## config.mk

```make
export PLATFORM = sky130hd
export DESIGN_NAME = fsr_fault_status
export DESIGN_NICKNAME = d
export VERILOG_FILES = /design/src/fsr_pkg.sv /design/src/fsr_rc_latch.sv /design/src/fsr_fault_status.sv
export SDC_FILE = /design/constraint.sdc
export NUM_CORES = 1
export LEC_CHECK = 0
export BUFFER_PORTS_ARGS = -buffer_cell sky130_fd_sc_hd__buf_2
export CELL_PAD_IN_SITES_DETAIL_PLACEMENT = 0
export CELL_PAD_IN_SITES_GLOBAL_PLACEMENT = 1
export CORE_MARGIN = 10
export CORE_UTILIZATION = 35
export CTS_CLUSTER_DIAMETER = 150
export DETAILED_ROUTE_END_ITERATION = 6
export GPL_ROUTABILITY_DRIVEN = 0
export HOLD_SLACK_MARGIN = 0.02
export PLACE_DENSITY_LB_ADDON = 0.1
export SLEW_MARGIN = 10
export SYNTH_ARGS = -nofsm -noshare
export SYNTH_HDL_FRONTEND = slang
export SYNTH_SLANG_ARGS = --single-unit
```

## constraint.sdc

```tcl
create_clock -name mclk_i -period 1.3 [get_ports mclk_i]
set_input_delay 0.13 -clock mclk_i [delete_from_list [all_inputs] [get_ports mclk_i]]
set_output_delay 0.13 -clock mclk_i [all_outputs]
set_load 0.02 [all_outputs]
```

## src/fsr_pkg.sv

```systemverilog
// Shared constants and carrier types for the fault status register bank
package fsr_pkg;

    localparam int          FSR_NUM_CHAN       = 4;
    localparam int          FSR_ADDR_W         = 4;
    localparam int          FSR_DATA_W         = 8;

    // Register offsets
    localparam logic [3:0]  FSR_OFS_CHAN_SUM   = 4'h1;
    localparam logic [3:0]  FSR_OFS_GLOBAL     = 4'h2;
    localparam logic [3:0]  FSR_OFS_SHORT      = 4'h3;
    localparam logic [3:0]  FSR_OFS_OPEN_OFF   = 4'h4;

    // Values after reset
    localparam logic [7:0]  FSR_RST_GLOBAL     = 8'h47;
    localparam logic [7:0]  FSR_RST_SHORT      = 8'h00;
    localparam logic [7:0]  FSR_RST_OPEN_OFF   = 8'h00;
    localparam logic [7:0]  FSR_RST_CHAN_SUM   = 8'h00;
    localparam logic [7:0]  FSR_UNMAPPED_DATA  = 8'h00;

    // Global fault kinds field positions
    localparam int          FSR_BIT_POWER_ON   = 6;
    localparam int          FSR_BIT_DIE_OT     = 5;
    localparam int          FSR_BIT_LINK_ERR   = 4;
    localparam int          FSR_BIT_LINK_WDT   = 3;
    localparam int          FSR_BIT_LOGIC_UV   = 2;
    localparam int          FSR_BIT_LOAD_WARN  = 1;
    localparam int          FSR_BIT_LOAD_UV    = 0;
    localparam int          FSR_GLOBAL_W       = 7;

    // Live per-channel fault conditions, bit n is channel n+1
    typedef struct packed {
        logic [3:0] reverse_block_fault;
        logic [3:0] channel_overtemp_fault;
        logic [3:0] current_limit_fault;
        logic [3:0] open_wire_on_fault;
        logic [3:0] open_wire_off_fault;
        logic [3:0] short_to_supply_fault;
    } fsr_chan_cond_t;

    // Live device-wide fault conditions
    typedef struct packed {
        logic die_overtemp;
        logic link_frame_error;
        logic link_watchdog_expired;
        logic logic_supply_low;
        logic load_supply_warn;
        logic load_supply_low;
    } fsr_global_cond_t;

endpackage : fsr_pkg

```

## src/fsr_rc_latch.sv

```systemverilog
// Bank of sticky flags that clear on read only once their condition is gone
`timescale 1ns/1ps
module fsr_rc_latch
    import fsr_pkg::*;
#(
    parameter int              WIDTH     = 4,
    parameter logic [WIDTH-1:0] RESET_VAL = '0
)
(
    // Clock and reset
    input  wire logic             mclk_i,
    input  wire logic             reset_n_i,
    // Conditions and read strobe
    input  wire logic [WIDTH-1:0] cond_i,
    input  wire logic             rd_clr_i,
    // Latched flags
    output logic      [WIDTH-1:0] flag_o
);

    logic [WIDTH-1:0] flag_q;
    logic [WIDTH-1:0] flag_d;

    // A live condition always wins over the read clear
    always_comb
    begin
        flag_d = cond_i | (flag_q & {WIDTH{~rd_clr_i}});
    end

    always_ff @(posedge mclk_i or negedge reset_n_i)
    begin
        if (!reset_n_i)
            flag_q <= RESET_VAL;
        else
            flag_q <= flag_d;
    end

    assign flag_o = flag_q;

endmodule : fsr_rc_latch

```

## src/fsr_fault_status.sv

```systemverilog
// Fault status register bank: global kinds, short-to-supply, open wire, summary
`timescale 1ns/1ps
// How it works
// - Channel one summary bit reports any fault
// - Global kinds at offset 2, reset 47h
// - Power-on flag bit 6, cleared by read
// - Die overtemperature bit 5, read clears when gone
// - Link error bit 4 latched, read clears when gone
// - Watchdog timeout bit 3 latched, read clears when gone
// - Logic supply lockout bit 2, reset one
// - Load supply warning bit 1, reset one
// - Load supply low bit 0, reset one
// - Short-to-supply at offset 3, four channel flags
// - Open wire at offset 4, channels one-four
// - Summary at offset 1, OR per channel
// - Open wire bit 0 is channel one
module fsr_fault_status
    import fsr_pkg::*;
#(
    parameter int NUM_CHAN = FSR_NUM_CHAN
)
(
    // Clock and reset
    input  wire logic                  mclk_i,
    input  wire logic                  reset_n_i,
    // Fault conditions from the analog side
    input  wire fsr_chan_cond_t        chan_cond_i,
    input  wire fsr_global_cond_t      global_cond_i,
    // Register read port
    input  wire logic                  rd_req_i,
    input  wire logic [FSR_ADDR_W-1:0] rd_addr_i,
    output logic      [FSR_DATA_W-1:0] rd_data_o,
    output logic                       rd_valid_o,
    // Latched flags for the rest of the device
    output logic      [FSR_DATA_W-1:0] chan_fault_summary_o
);

    logic [FSR_GLOBAL_W-1:0] global_q;
    logic [NUM_CHAN-1:0]     short_q;
    logic [NUM_CHAN-1:0]     open_q;
    logic [FSR_GLOBAL_W-1:0] global_cond;
    logic                    rd_global;
    logic                    rd_short;
    logic                    rd_open;
    logic [NUM_CHAN-1:0]     summary_src;
    logic [FSR_DATA_W-1:0]   summary_d;
    logic [FSR_DATA_W-1:0]   summary_q;
    logic [FSR_DATA_W-1:0]   rd_data_d;
    logic [FSR_DATA_W-1:0]   rd_data_q;
    logic                    rd_valid_q;

    // Request and address are arguments so a continuous assign stays sensitive to them
    function automatic logic hit(input logic                  req,
                                 input logic [FSR_ADDR_W-1:0] addr,
                                 input logic [FSR_ADDR_W-1:0] ofs);
        hit = req && (addr == ofs);
    endfunction : hit

    function automatic logic [FSR_DATA_W-1:0] pad(input logic [NUM_CHAN-1:0] v);
        pad = FSR_DATA_W'(v);
    endfunction : pad

    assign rd_global = hit(rd_req_i, rd_addr_i, FSR_OFS_GLOBAL);
    assign rd_short  = hit(rd_req_i, rd_addr_i, FSR_OFS_SHORT);
    assign rd_open   = hit(rd_req_i, rd_addr_i, FSR_OFS_OPEN_OFF);

    // Power-on has no live condition, so any read of offset 2 clears it
    always_comb
    begin
        global_cond                    = '0;
        global_cond[FSR_BIT_POWER_ON]  = 1'b0;
        global_cond[FSR_BIT_DIE_OT]    = global_cond_i.die_overtemp;
        global_cond[FSR_BIT_LINK_ERR]  = global_cond_i.link_frame_error;
        global_cond[FSR_BIT_LINK_WDT]  = global_cond_i.link_watchdog_expired;
        global_cond[FSR_BIT_LOGIC_UV]  = global_cond_i.logic_supply_low;
        global_cond[FSR_BIT_LOAD_WARN] = global_cond_i.load_supply_warn;
        global_cond[FSR_BIT_LOAD_UV]   = global_cond_i.load_supply_low;
    end

    // Global kinds, reset 47h
    fsr_rc_latch #(
        .WIDTH     (FSR_GLOBAL_W),
        .RESET_VAL (FSR_RST_GLOBAL[FSR_GLOBAL_W-1:0])
    ) u_global (
        .mclk_i    (mclk_i),
        .reset_n_i (reset_n_i),
        .cond_i    (global_cond),
        .rd_clr_i  (rd_global),
        .flag_o    (global_q)
    );

    // Short-to-supply, clear only when fault gone
    fsr_rc_latch #(
        .WIDTH     (NUM_CHAN),
        .RESET_VAL (FSR_RST_SHORT[NUM_CHAN-1:0])
    ) u_short (
        .mclk_i    (mclk_i),
        .reset_n_i (reset_n_i),
        .cond_i    (chan_cond_i.short_to_supply_fault[NUM_CHAN-1:0]),
        .rd_clr_i  (rd_short),
        .flag_o    (short_q)
    );

    // Off-state open wire, bit 0 is channel one
    fsr_rc_latch #(
        .WIDTH     (NUM_CHAN),
        .RESET_VAL (FSR_RST_OPEN_OFF[NUM_CHAN-1:0])
    ) u_open (
        .mclk_i    (mclk_i),
        .reset_n_i (reset_n_i),
        .cond_i    (chan_cond_i.open_wire_off_fault[NUM_CHAN-1:0]),
        .rd_clr_i  (rd_open),
        .flag_o    (open_q)
    );

    // Summary: the other fault kinds are latched elsewhere, so their live
    // conditions stand in for them here
    always_comb
    begin
        summary_src = short_q | open_q
                    | chan_cond_i.reverse_block_fault[NUM_CHAN-1:0]
                    | chan_cond_i.channel_overtemp_fault[NUM_CHAN-1:0]
                    | chan_cond_i.current_limit_fault[NUM_CHAN-1:0]
                    | chan_cond_i.open_wire_on_fault[NUM_CHAN-1:0]
                    | chan_cond_i.open_wire_off_fault[NUM_CHAN-1:0]
                    | chan_cond_i.short_to_supply_fault[NUM_CHAN-1:0];
        summary_d   = pad(summary_src);
    end

    // Read mux samples flags before the read clear lands
    always_comb
    begin
        case (rd_addr_i)
            FSR_OFS_CHAN_SUM: rd_data_d = summary_q;
            FSR_OFS_GLOBAL:   rd_data_d = {1'b0, global_q};
            FSR_OFS_SHORT:    rd_data_d = pad(short_q);
            FSR_OFS_OPEN_OFF: rd_data_d = pad(open_q);
            default:          rd_data_d = FSR_UNMAPPED_DATA;
        endcase
        if (!rd_req_i)
            rd_data_d = rd_data_q;
    end

    always_ff @(posedge mclk_i or negedge reset_n_i)
    begin
        if (!reset_n_i)
        begin
            summary_q  <= FSR_RST_CHAN_SUM;
            rd_data_q  <= FSR_UNMAPPED_DATA;
            rd_valid_q <= 1'b0;
        end
        else
        begin
            summary_q  <= summary_d;
            rd_data_q  <= rd_data_d;
            rd_valid_q <= rd_req_i;
        end
    end

    assign rd_data_o            = rd_data_q;
    assign rd_valid_o           = rd_valid_q;
    assign chan_fault_summary_o = summary_q;
endmodule : fsr_fault_status

```

# Word level (Yosys, flattened, before mapping)
# Cells that the tools add are included.
# W data, S select, Z words.
word_totals:
  mem_count: 0
  romBits: 0
  elab_cells: 30
  mem_bits_rw: 0
  out_inout_bits: 17
  ff_bits: 28
  latch_bits: 0
op_classes:
  shifts: 0
  mul: 0
  eq_ne: 4
  reduce_logical: 3
  addsub: 0
  n_bitwise: 16
  order_cmp: 0
  n_div: 0
  n_mux: 1
ops:
  columns: ["op", "n"]
  rows:
  - ["$or A4 B4 Y4", 9]
  - ["$pmux W7 S4", 1]
  - ["$and A4 B4 Y4", 2]
  - ["$eq A4 B2 Y1 const B", 2]
  - ["$and A7 B7 Y7", 1]
  - ["$or A6 B7 Y7", 1]
  - ["$eq A4 B1 Y1 const B", 1]
  - ["$eq A4 B3 Y1 const B", 1]
  - ["$logic_and A1 B1 Y1", 3]
  - ["$not A1 Y1", 3]

# Depth between registers and ports, before layout
# Gate-level depths: netlist of the first run.
logic_depth:
  ltp_word: 7
  depth_mapped: 5

# By module
# Synthesis of the first run repeated with hierarchy kept, for this count alone.
unflattened:
  hier_cells: 111
  hier_area_um2: 1268.7
modules_own_cells:
  columns: ["module", "n_inst", "cells_per_inst", "area_per_inst_um2"]
  rows:
  - ["fsr_fault_status", 1, 78, 764.5]
  - ["fsr_rc_latch at u_open ...", 2, 9, 133.9]
  - ["fsr_rc_latch at u_global", 1, 15, 236.5]

# Least setup slack after synthesis of the first run
# Ideal clock, no wire load.
synth_path:
  path_type: "input-to-reg"
  startpoint: "input rd_addr_i[0]"
  endpoint: "register rd_data_q[0] (netlist: rd_data_o[0])"
  arrival_ps: 846
  stages: 4
  path_slack_ps: 328
  cell_sequence: "buf_4 or3_4 a31oi_1 a21oi_1"
synth_between:
  elab_chain_cells: 2
synth_rtl:
  columns: ["item", "line_no", "rtl"]
  rows:
  - ["start, declared", "fsr_fault_status.sv:31", "input wire logic [FSR_ADDR_W-1:0] rd_addr_i,"]
  - ["$eq A4 B3 Y1, or another cell as far along", "fsr_fault_status.sv:133", "case (rd_addr_i)"]
  - ["$pmux W7 S4 *", "fsr_fault_status.sv:133", null]
  - ["end signal, assigned", "fsr_fault_status.sv:155", "rd_data_q <= rd_data_d;"]
  - ["end, declared", "fsr_fault_status.sv:49", "logic [FSR_DATA_W-1:0] rd_data_q;"]
# Every way passes the cells marked *; elsewhere a longest branch is shown, timed or not.
# A chain may end at the register's enable or synchronous reset.

# Worst setup path after layout of the first run
layout_path:
  startpoint: "register u_short.flag_q[3] (netlist: u_short.flag_o[3])"
  endpoint: "register rd_data_q[3] (netlist: rd_data_o[3])"
layout_between:
  elab_chain_cells: 1
layout_rtl:
  columns: ["item", "line_no", "rtl"]
  rows:
  - ["start, declared", "fsr_rc_latch.sv:20", "logic [WIDTH-1:0] flag_q;"]
  - ["start signal, assigned", "fsr_rc_latch.sv:34", "flag_q <= flag_d;"]
  - ["$pmux W7 S4", "fsr_fault_status.sv:133", null]
# Every way passes these cells.

==> results of run 1 <==
==> synthesized netlist by cell type (3+ instances only) <==
cell	n	area share [%]
dfrtp_1	23	45
a21o_1	14	8.2
a21oi_1	8	3.1
and3b_1	8	5.5
nor4_1	8	3.9
buf_4	6	3.5
inv_1	6	1.8
a31oi_1	4	2.0
and2b_1	4	2.3
dfstp_2	4	8.2
mux2_2	4	3.5
nand2_1	4	1.2
o21ai_0	3	1.2
o22ai_1	3	1.5
==> stage by stage <==
step | hold WS (ps) | setup slack, ps | utilization, % | power [mW]
floorplan | -166 | 328 | - | 0.988
global placement | 165 | 129 | 44.5 | 1.08
detailed placement | 178 | 93.8 | 44.5 | 1.08
CTS | 27.2 | 256 | 46.2 | 1.56
global route | 25.2 | 181 | 46.2 | 1.63
finish | 31.5 | 237 | 46.2 | 1.55
==> cell families (layout without fill, tap and decap cells) <==
group           after synthesis  after routing  synth area share, %
compound gates               34             34                 17.0
buf+inv                      15             60                 6.95
flops                        27             27                 53.2
mux                           4              4                 3.52
other cells                   1              5                0.293
simple gates                 33             33                 19.0
==> power by group through the flow <==
| stage | logic [mW] | clock network [mW] | registers, mW |
|---|---|---|---|
| 2_1_floorplan | 0.0982 | 0 | 0.890 |
| 3_3_place_gp | 0.193 | 0 | 0.883 |
| 3_5_place_dp | 0.197 | 0 | 0.883 |
| 4_1_cts | 0.200 | 0.497 | 0.867 |
| 5_1_grt | 0.220 | 0.538 | 0.870 |
| 6_report | 0.198 | 0.487 | 0.867 |
==> state kept, by name (all words and copies together) (netlist names) <==
name / count
chan_fault_summary_o: 4
rd_data_o: 7
rd_valid_o: 1
u_global.flag_o: 7
u_open.flag_o: 4
u_short.flag_o: 4
==> layer usage <==
metal	wire (µm)	global-route usage, %
met5	0	0
met4	29	2.29
met3	346	5.23
met2	1450	16.2
met1	1460	12.0
==> cell type report <==
class | count | area, µm²
well taps | 46 | 57.6
fillers | 374 | 1850
multi-input cells | 76 | 524
inverters | 6 | 22.5
clock buffers | 3 | 41.3
repair buffers | 50 | 258
flip-flops and latches | 27 | 681
clock inverters | 1 | 7.51
==> how the worst max path moves through the flow <==
| stage | to | slack (ps) | depth (start not counted) |
|---|---|---|---|
| 2_1_floorplan | rd_data_o[0] | 330 | 4 |
| 3_3_place_gp | u_global.flag_o[5] | 130 | 4 |
| 3_5_place_dp | u_global.flag_o[5] | 90 | 4 |
| 4_1_cts | rd_data_o[3] | 260 | 3 |
| 5_1_grt | rd_data_o[1] | 180 | 3 |
| 6_report | rd_data_o[3] | 240 | 3 |
==> critical path, stage by stage, from the launching register on <==
cell and delay [ps]:
dfrtp_1 420, mux2_2 280, a21oi_1 150, a21oi_1 90
==> flow_summary.ini, run 1 <==
[global_route]
antenna_found_initial = 0
grt_max_degree = 28
grt_pass1_vias = 1141
grt-ovfl-total = 0
grt_pass1_wl_um = 5320
grtUsageTotal_pct = 10.2

[synthesis]
synth_cell_types = 27
avgSynthCellArea_um2 = 11.2
synth_flop_cell = dfrtp_1
netlist_area_mm2 = 0.00128
syn_inst = 114
synth_edf_count = 0
async_reset_ff_share_pct = 100
yosys_warnings = 0
synth_seq_cells = 27
synth-seq-area-share_pct = 53.2

[critical_path]
r2r_slack_ps = 240
worstSetupEndpointType = register
reg2reg_to = rd_data_o[3]
startpoint_type = register
cp.required_ps = 1460
worstPathArrival_ps = 1220
r2r_cells = 3
reg2reg_from = u_short.flag_o[3]
critPathLaunch = u_short.flag_o[3]
cp_max_fo = 3
crit_type = reg -> reg

[worst_hold_path]
hold_depth = 2
min-delay-start = global_cond_i[3]
holdPathEnd = u_global.flag_o[3]
hp-class = in -> reg

[power_and_ir_drop]
ir_drop_v = 0.000545
p_leak_nw = 0.709
seq_power_share_pct = 55.9
netSwitchingPower_uw = 389
p_int_mw = 1.16
p_comb_share_pct = 12.7
sw_frac_of_total_pct = 25.1
pwr-share-clk_pct = 31.4
power.density_mw_per_mm2 = 975

[floorplan]
start_util_pct = 37.2
core_mm2 = 0.00344
design.die.area_mm2 = 0.00647
die_h_um = 80.4
rows = 21
die_w_um = 80.4
num_io_pins = 54

[drt]
drt_wl_total_um = 3290
drc_errors = 0
postRouteAntennaNets = 0
wl_per_cell_um = 15.8
viasPerCell = 4.81
drtPass1Iterations = 4
vias = 1006
drt_iter0_markers = 57

[timing]
slew_violations = 0
relSlewSlack_pct = 59.2
period_needed_ps = 1060
finalHoldViolCount = 0
tightest_slew_ps = 611
rsz0062_at_grt = no
clock_skew_ps = 7.96
setup_violations = 0
finalCritPeriodShare_pct = 81.8
fin_setup_tns_ps = 0
max_freq_ghz = 0.941

[finish]
fin_area_mm2 = 0.00159
synthToLayoutAreaGrowth_pct = 24.5
mostFrequentLayoutCell = buf_2
final_nets = 201
stdcell_count = 209
layout_common_cells = 48 x buf_2, 23 x dfrtp_1, 14 x a21o_1
drive_above_1_share_pct = 40.5
diodes = 0

[clock_tree]
clkSinkCount = 27
cts_resized = 0
postCtsHoldBufs = 1
clk_path_buf_depth = 2
htree_num_levels = 1
post_cts_buffers = 0
numCtsBuffers = 3
clk_pin_slew_ps = 100
clock_latency_ps = 280
cts_tree = yes
root_buffer = clkbuf_8

[placed_design]
numPlacedInstances = 204
port-buffer-count = 48
dp_hpwl_um = 2590
place_area_mm2 = 0.00153

[run]
drv_cap = 0

[outcome]
status = finished clean
Power figures use the tool's default switching activity.
==> run 2: changes to the inputs <==
clock period = 1.1 ns   (was 1.3 ns; I/O delays follow)
==> run 2 against run 1 <==
Total power is 21% higher. Maximum frequency is 1.9% higher. Sequential power is 18% higher. Critical endpoint is now rd_data_o[2]. Largest power group unchanged.
==> flow_summary.ini, run 2 (synthesis results as in run 1) <==
[outcome]
status = finished clean

[global_route]
grt_pass1_vias = 1105
grt_max_degree = 28
antenna_found_initial = 0
grt_pass1_wl_um = 5330
grtUsageTotal_pct = 10.6
grt-ovfl-total = 0

[timing]
slew_violations = 0
max_freq_ghz = 0.959
period_needed_ps = 1040
tightest_slew_ps = 593
clock_skew_ps = 0.951
setup_violations = 0
rsz0062_at_grt = no
finalCritPeriodShare_pct = 94.8
finalHoldViolCount = 0
relSlewSlack_pct = 60.5

[power_and_ir_drop]
pwr-share-clk_pct = 30.3
total_power_mw = 1.87
power.density_mw_per_mm2 = 1060
p_leak_nw = 0.795
sw_frac_of_total_pct = 24.5
netSwitchingPower_uw = 459
seq_power_share_pct = 54.7
ir_drop_v = 0.000629
p_comb_share_pct = 15.0
p_int_mw = 1.41

[finish]
final_nets = 220
synthToLayoutAreaGrowth_pct = 38.0
nFillCells = 333
drive_above_1_share_pct = 39.6
layout_common_cells = 48 x buf_2, 23 x dfrtp_1, 14 x a21o_1, 14 x dlygate4sd3_1
diodes = 0
post-route-util_pct = 51.3
mostFrequentLayoutCell = buf_2

[critical_path]
worstPathArrival_ps = 1200
cp_max_fo = 3
critPathMostFrequentCell = a21oi_1
crit_type = reg -> reg
cp.required_ps = 1260
crit_chain = mux2_2, a21oi_1, a21oi_1
slowest_stage = dfrtp_1
worstSetupEndpointType = register
startpoint_type = register
max_stage_delay_ps = 420

[drt]
viasPerCell = 4.80
vias = 1095
drt_iter0_markers = 45
drt_wl_total_um = 3420
drc_errors = 0
wl_per_cell_um = 15.0
postRouteAntennaNets = 0
drtPass1Iterations = 4

[clock_tree]
cts_tree = yes
clk_pin_slew_ps = 90
numCtsBuffers = 3
htree_num_levels = 1
clk_path_buf_depth = 2
clkSinkCount = 27
cts_resized = 0
clock_latency_ps = 270
root_buffer = clkbuf_8

[placed_design]
port-buffer-count = 48
dp_hpwl_um = 2600

[worst_hold_path]
hp-class = in -> reg

[floorplan]
rows = 21
num_io_pins = 54
design.die.area_mm2 = 0.00647
start_util_pct = 37.2
die_w_um = 80.4
die_h_um = 80.4
core_mm2 = 0.00344

[run]
drv_cap = 0
run 2: changes by cell type in the layout (fill, tap and decap cells not counted), sizes merged:
cell,delta
dlygate4sd3,+13
buf,+6
clkinvlp,-1
clkinv,+1
run 2: worst max-delay path: cells and delay by family, from the launching register on:
kind	cells	cell delay [ps]
mux	1	270
flops	1	420
compound gates	2	240
run 2: final timing paths:
| path | slack [ps] | cells past startpoint | from | end |
|---|---|---|---|---|
| setup / recovery | 60 | 3 | u_short.flag_o[2] | rd_data_o[2] |
| hold / removal | 20 | 3 | chan_cond_i[18] | chan_fault_summary_o[2] |
| setup reg to reg | 60 | 3 | u_short.flag_o[2] | rd_data_o[2] |
| hold reg to reg | 480 | 1 | u_global.flag_o[5] | u_global.flag_o[5] |
| max in group asynchronous | 340 | 2 | reset_n_i | rd_data_o[6] |
| min in group asynchronous | 360 | 2 | reset_n_i | chan_fault_summary_o[2] |
run 2: layout make-up:
| class | instances | area [µm²] | share of cell area, % |
|---|---|---|---|
| clock buffer | 3 | 41.3 | 2.34 |
| multi-input combinational | 76 | 524 | 29.7 |
| timing repair buffer | 69 | 433 | 24.5 |
| sequential | 27 | 681 | 38.6 |
| tap | 46 | 57.6 | 3.26 |
| inverter | 6 | 22.5 | 1.28 |
| clock inverter | 1 | 5.00 | 0.284 |
run 2: power by group through the flow:
stage / logic, mW / clock network, mW / registers (mW)
detailed placement: 0.241 / 0 / 1.04
CTS: 0.276 / 0.587 / 1.03
floorplan: 0.116 / 0 / 1.05
global route: 0.312 / 0.612 / 1.03
global placement: 0.236 / 0 / 1.04
finish: 0.280 / 0.567 / 1.02
run 2: per-stage QoR:
stage	setup slack [ps]	hold WS (ps)	area, µm²	cells	setup TNS [ps]
final	57.2	19.7	1760	228	0
after global placement	-0.0475	148	1560	208	-0.0475
after global routing	8.94	23.8	1760	228	0
after floorplan	148	-186	1290	118	0
after detailed placement	-51.4	156	1560	208	-258
after CTS	59.9	20.5	1740	225	0
run 2: repair_timing:
action                                 in CTS  in global routing
endpoints found under the hold margin      32                  1
hold buffers                               13                  1
setup buffers                               0                  2
setup endpoints to repair                   0                  1
run 2: metal layers:
| layer | vias up | share of wire (%) | track usage (%) | wire length [µm] |
|---|---|---|---|---|
| met2 | 39 | 47 | 17.1 | 1610 |
| met1 | 515 | 44 | 12.9 | 1520 |
| met4 | 0 | 1.4 | 4.23 | 48 |
| met3 | 4 | 7.2 | 2.78 | 247 |
| li1 | 537 | - | - | - |
| met5 | - | 0 | 0 | 0 |
==> run 3: changes to the inputs <==
CORE_UTILIZATION = 31   (was 35)
clock period = 0.9 ns   (was 1.1 ns; I/O delays follow)
==> run 3 against run 2 <==
The run now ends with negative setup slack left. Wire length increased by 7.4%. Core utilization decreased by 1.8 points. Via count increased by 4.7%. Maximum frequency is 6.1% higher. Setup slack got worse by 140 ps. Die area grew 9.6%. Combinational power rose by 46%. Clock-buffer cell count did not move. Final area up 12%. Worst hold slack worse by 10 ps. Clock skew rose by 0.94 ps. Critical path depth is the same.
==> flow_summary.ini, run 3 (synthesis results as in run 1) <==
[clock_tree]
root_buffer = clkbuf_8
cts_tree = yes
postCtsHoldBufs = 15
clkSinkCount = 27
numCtsBuffers = 3
clock_latency_ps = 270
clk_path_buf_depth = 2
clk_pin_slew_ps = 90
htree_num_levels = 1

[floorplan]
die_w_um = 84.2
die_h_um = 84.2
start_util_pct = 32.0
core_mm2 = 0.00400
num_io_pins = 54
rows = 23
design.die.area_mm2 = 0.00709

[critical_path]
reg2reg_from = u_short.flag_o[3]
worstPathArrival_ps = 1140
cp.required_ps = 1060
startpoint_type = register
r2r_slack_ps = -80
r2r_cells = 3
cp_max_fo = 3
reg2reg_to = rd_data_o[3]
crit_type = reg -> reg
worstSetupEndpointType = register

[placed_design]
numPlacedInstances = 218
place_area_mm2 = 0.00163
port-buffer-count = 48
dp_hpwl_um = 2900
pre_cts_ws_ps = -223

[timing]
finalHoldViolCount = 0
max_freq_ghz = 1.02
slew_violations = 0
setup_violations = 7
rsz0062_at_grt = yes
finalCritPeriodShare_pct = 109
setup_ws_ps = -83.1
clock_skew_ps = 1.89
fin_hold_ws_ps = 9.32
period_needed_ps = 983
fin_setup_tns_ps = -350

[drt]
drt_iter0_markers = 19
viasPerCell = 4.78
drtPass1Iterations = 4
drc_errors = 0
postRouteAntennaNets = 0
vias = 1146
wl_per_cell_um = 15.3
drt_wl_total_um = 3680

[finish]
final_nets = 228
stdcell_count = 240
nFillCells = 392
fin_area_mm2 = 0.00198
synthToLayoutAreaGrowth_pct = 54.8
mostFrequentLayoutCell = buf_2
drive_above_1_share_pct = 45.3
diodes = 0
layout_common_cells = 36 x buf_2, 23 x dfrtp_1, 15 x dlygate4sd3_1

[power_and_ir_drop]
p_leak_nw = 0.887
power.density_mw_per_mm2 = 1180
ir_drop_v = 0.000439

[outcome]
status = finished, violations left
violations = negative setup slack

[global_route]
grtUsageTotal_pct = 10.3
grt_max_degree = 17
grt-ovfl-total = 0
grt_pass1_wl_um = 5990
antenna_found_initial = 0
grt_pass1_vias = 1259

[worst_hold_path]
min-delay-start = chan_cond_i[22]
holdPathEnd = chan_fault_summary_o[2]
hold_depth = 3
hp-class = in -> reg

[run]
drv_cap = 0
-- run 3: worst max path at each step --
| stage | start | to | depth (start not counted) |
|---|---|---|---|
| global placement | rd_addr_i[3] | u_global.flag_o[5] | 4 |
| finish | u_short.flag_o[3] | rd_data_o[3] | 3 |
| floorplan | u_short.flag_o[0] | rd_data_o[0] | 3 |
| CTS | u_short.flag_o[3] | rd_data_o[3] | 3 |
| global route | u_short.flag_o[3] | chan_fault_summary_o[3] | 2 |
| detailed placement | rd_addr_i[3] | u_global.flag_o[3] | 4 |
-- run 3: critical path: stages (launching register included) --
cell	delay [ps]
dfrtp_1	420
mux2_4	270
a21oi_2	110
a21oi_1	70
-- run 3: power by group --
| part | total [mW] | internal (mW) | switching (mW) |
|---|---|---|---|
| clock | 0.671 | 0.310 | 0.361 |
| combinational | 0.408 | 0.221 | 0.187 |
| sequential | 1.26 | 1.24 | 0.0165 |
| total | 2.33 | 1.77 | 0.565 |
-- run 3: repair_timing --
action	4_1_cts	5_1_grt
pin swaps	4	5
setup endpoints to repair	18	21
endpoints found under the hold margin	36	2
gates resized for setup	30	6
setup buffers	3	0
-- run 3: metal layers --
metal,vias to the layer above,GRT usage (%),share of wire (%)
met5,-,0,0
met2,26,18.4,53
li1,555,-,-
met4,0,3.20,1.1
met3,5,3.19,5.7
met1,560,11.2,40
-- run 3: metrics by stage --
stage               utilization [%]  power (mW)
floorplan                         -        1.43
global placement               40.6        1.59
detailed placement             40.6        1.60
CTS                            48.7        2.35
global route                   49.5        2.46
finish                         49.5        2.33
-- run 3: layout make-up --
cell class / count / area (µm²) / share of cell area, %
flip-flops and latches: 27 / 681 / 34.4
multi-input cells: 76 / 584 / 29.5
repair buffers: 77 / 583 / 29.5
well taps: 50 / 62.6 / 3.16
clock buffers: 3 / 41.3 / 2.09
inverters: 6 / 22.5 / 1.14
clock inverters: 1 / 5.00 / 0.253
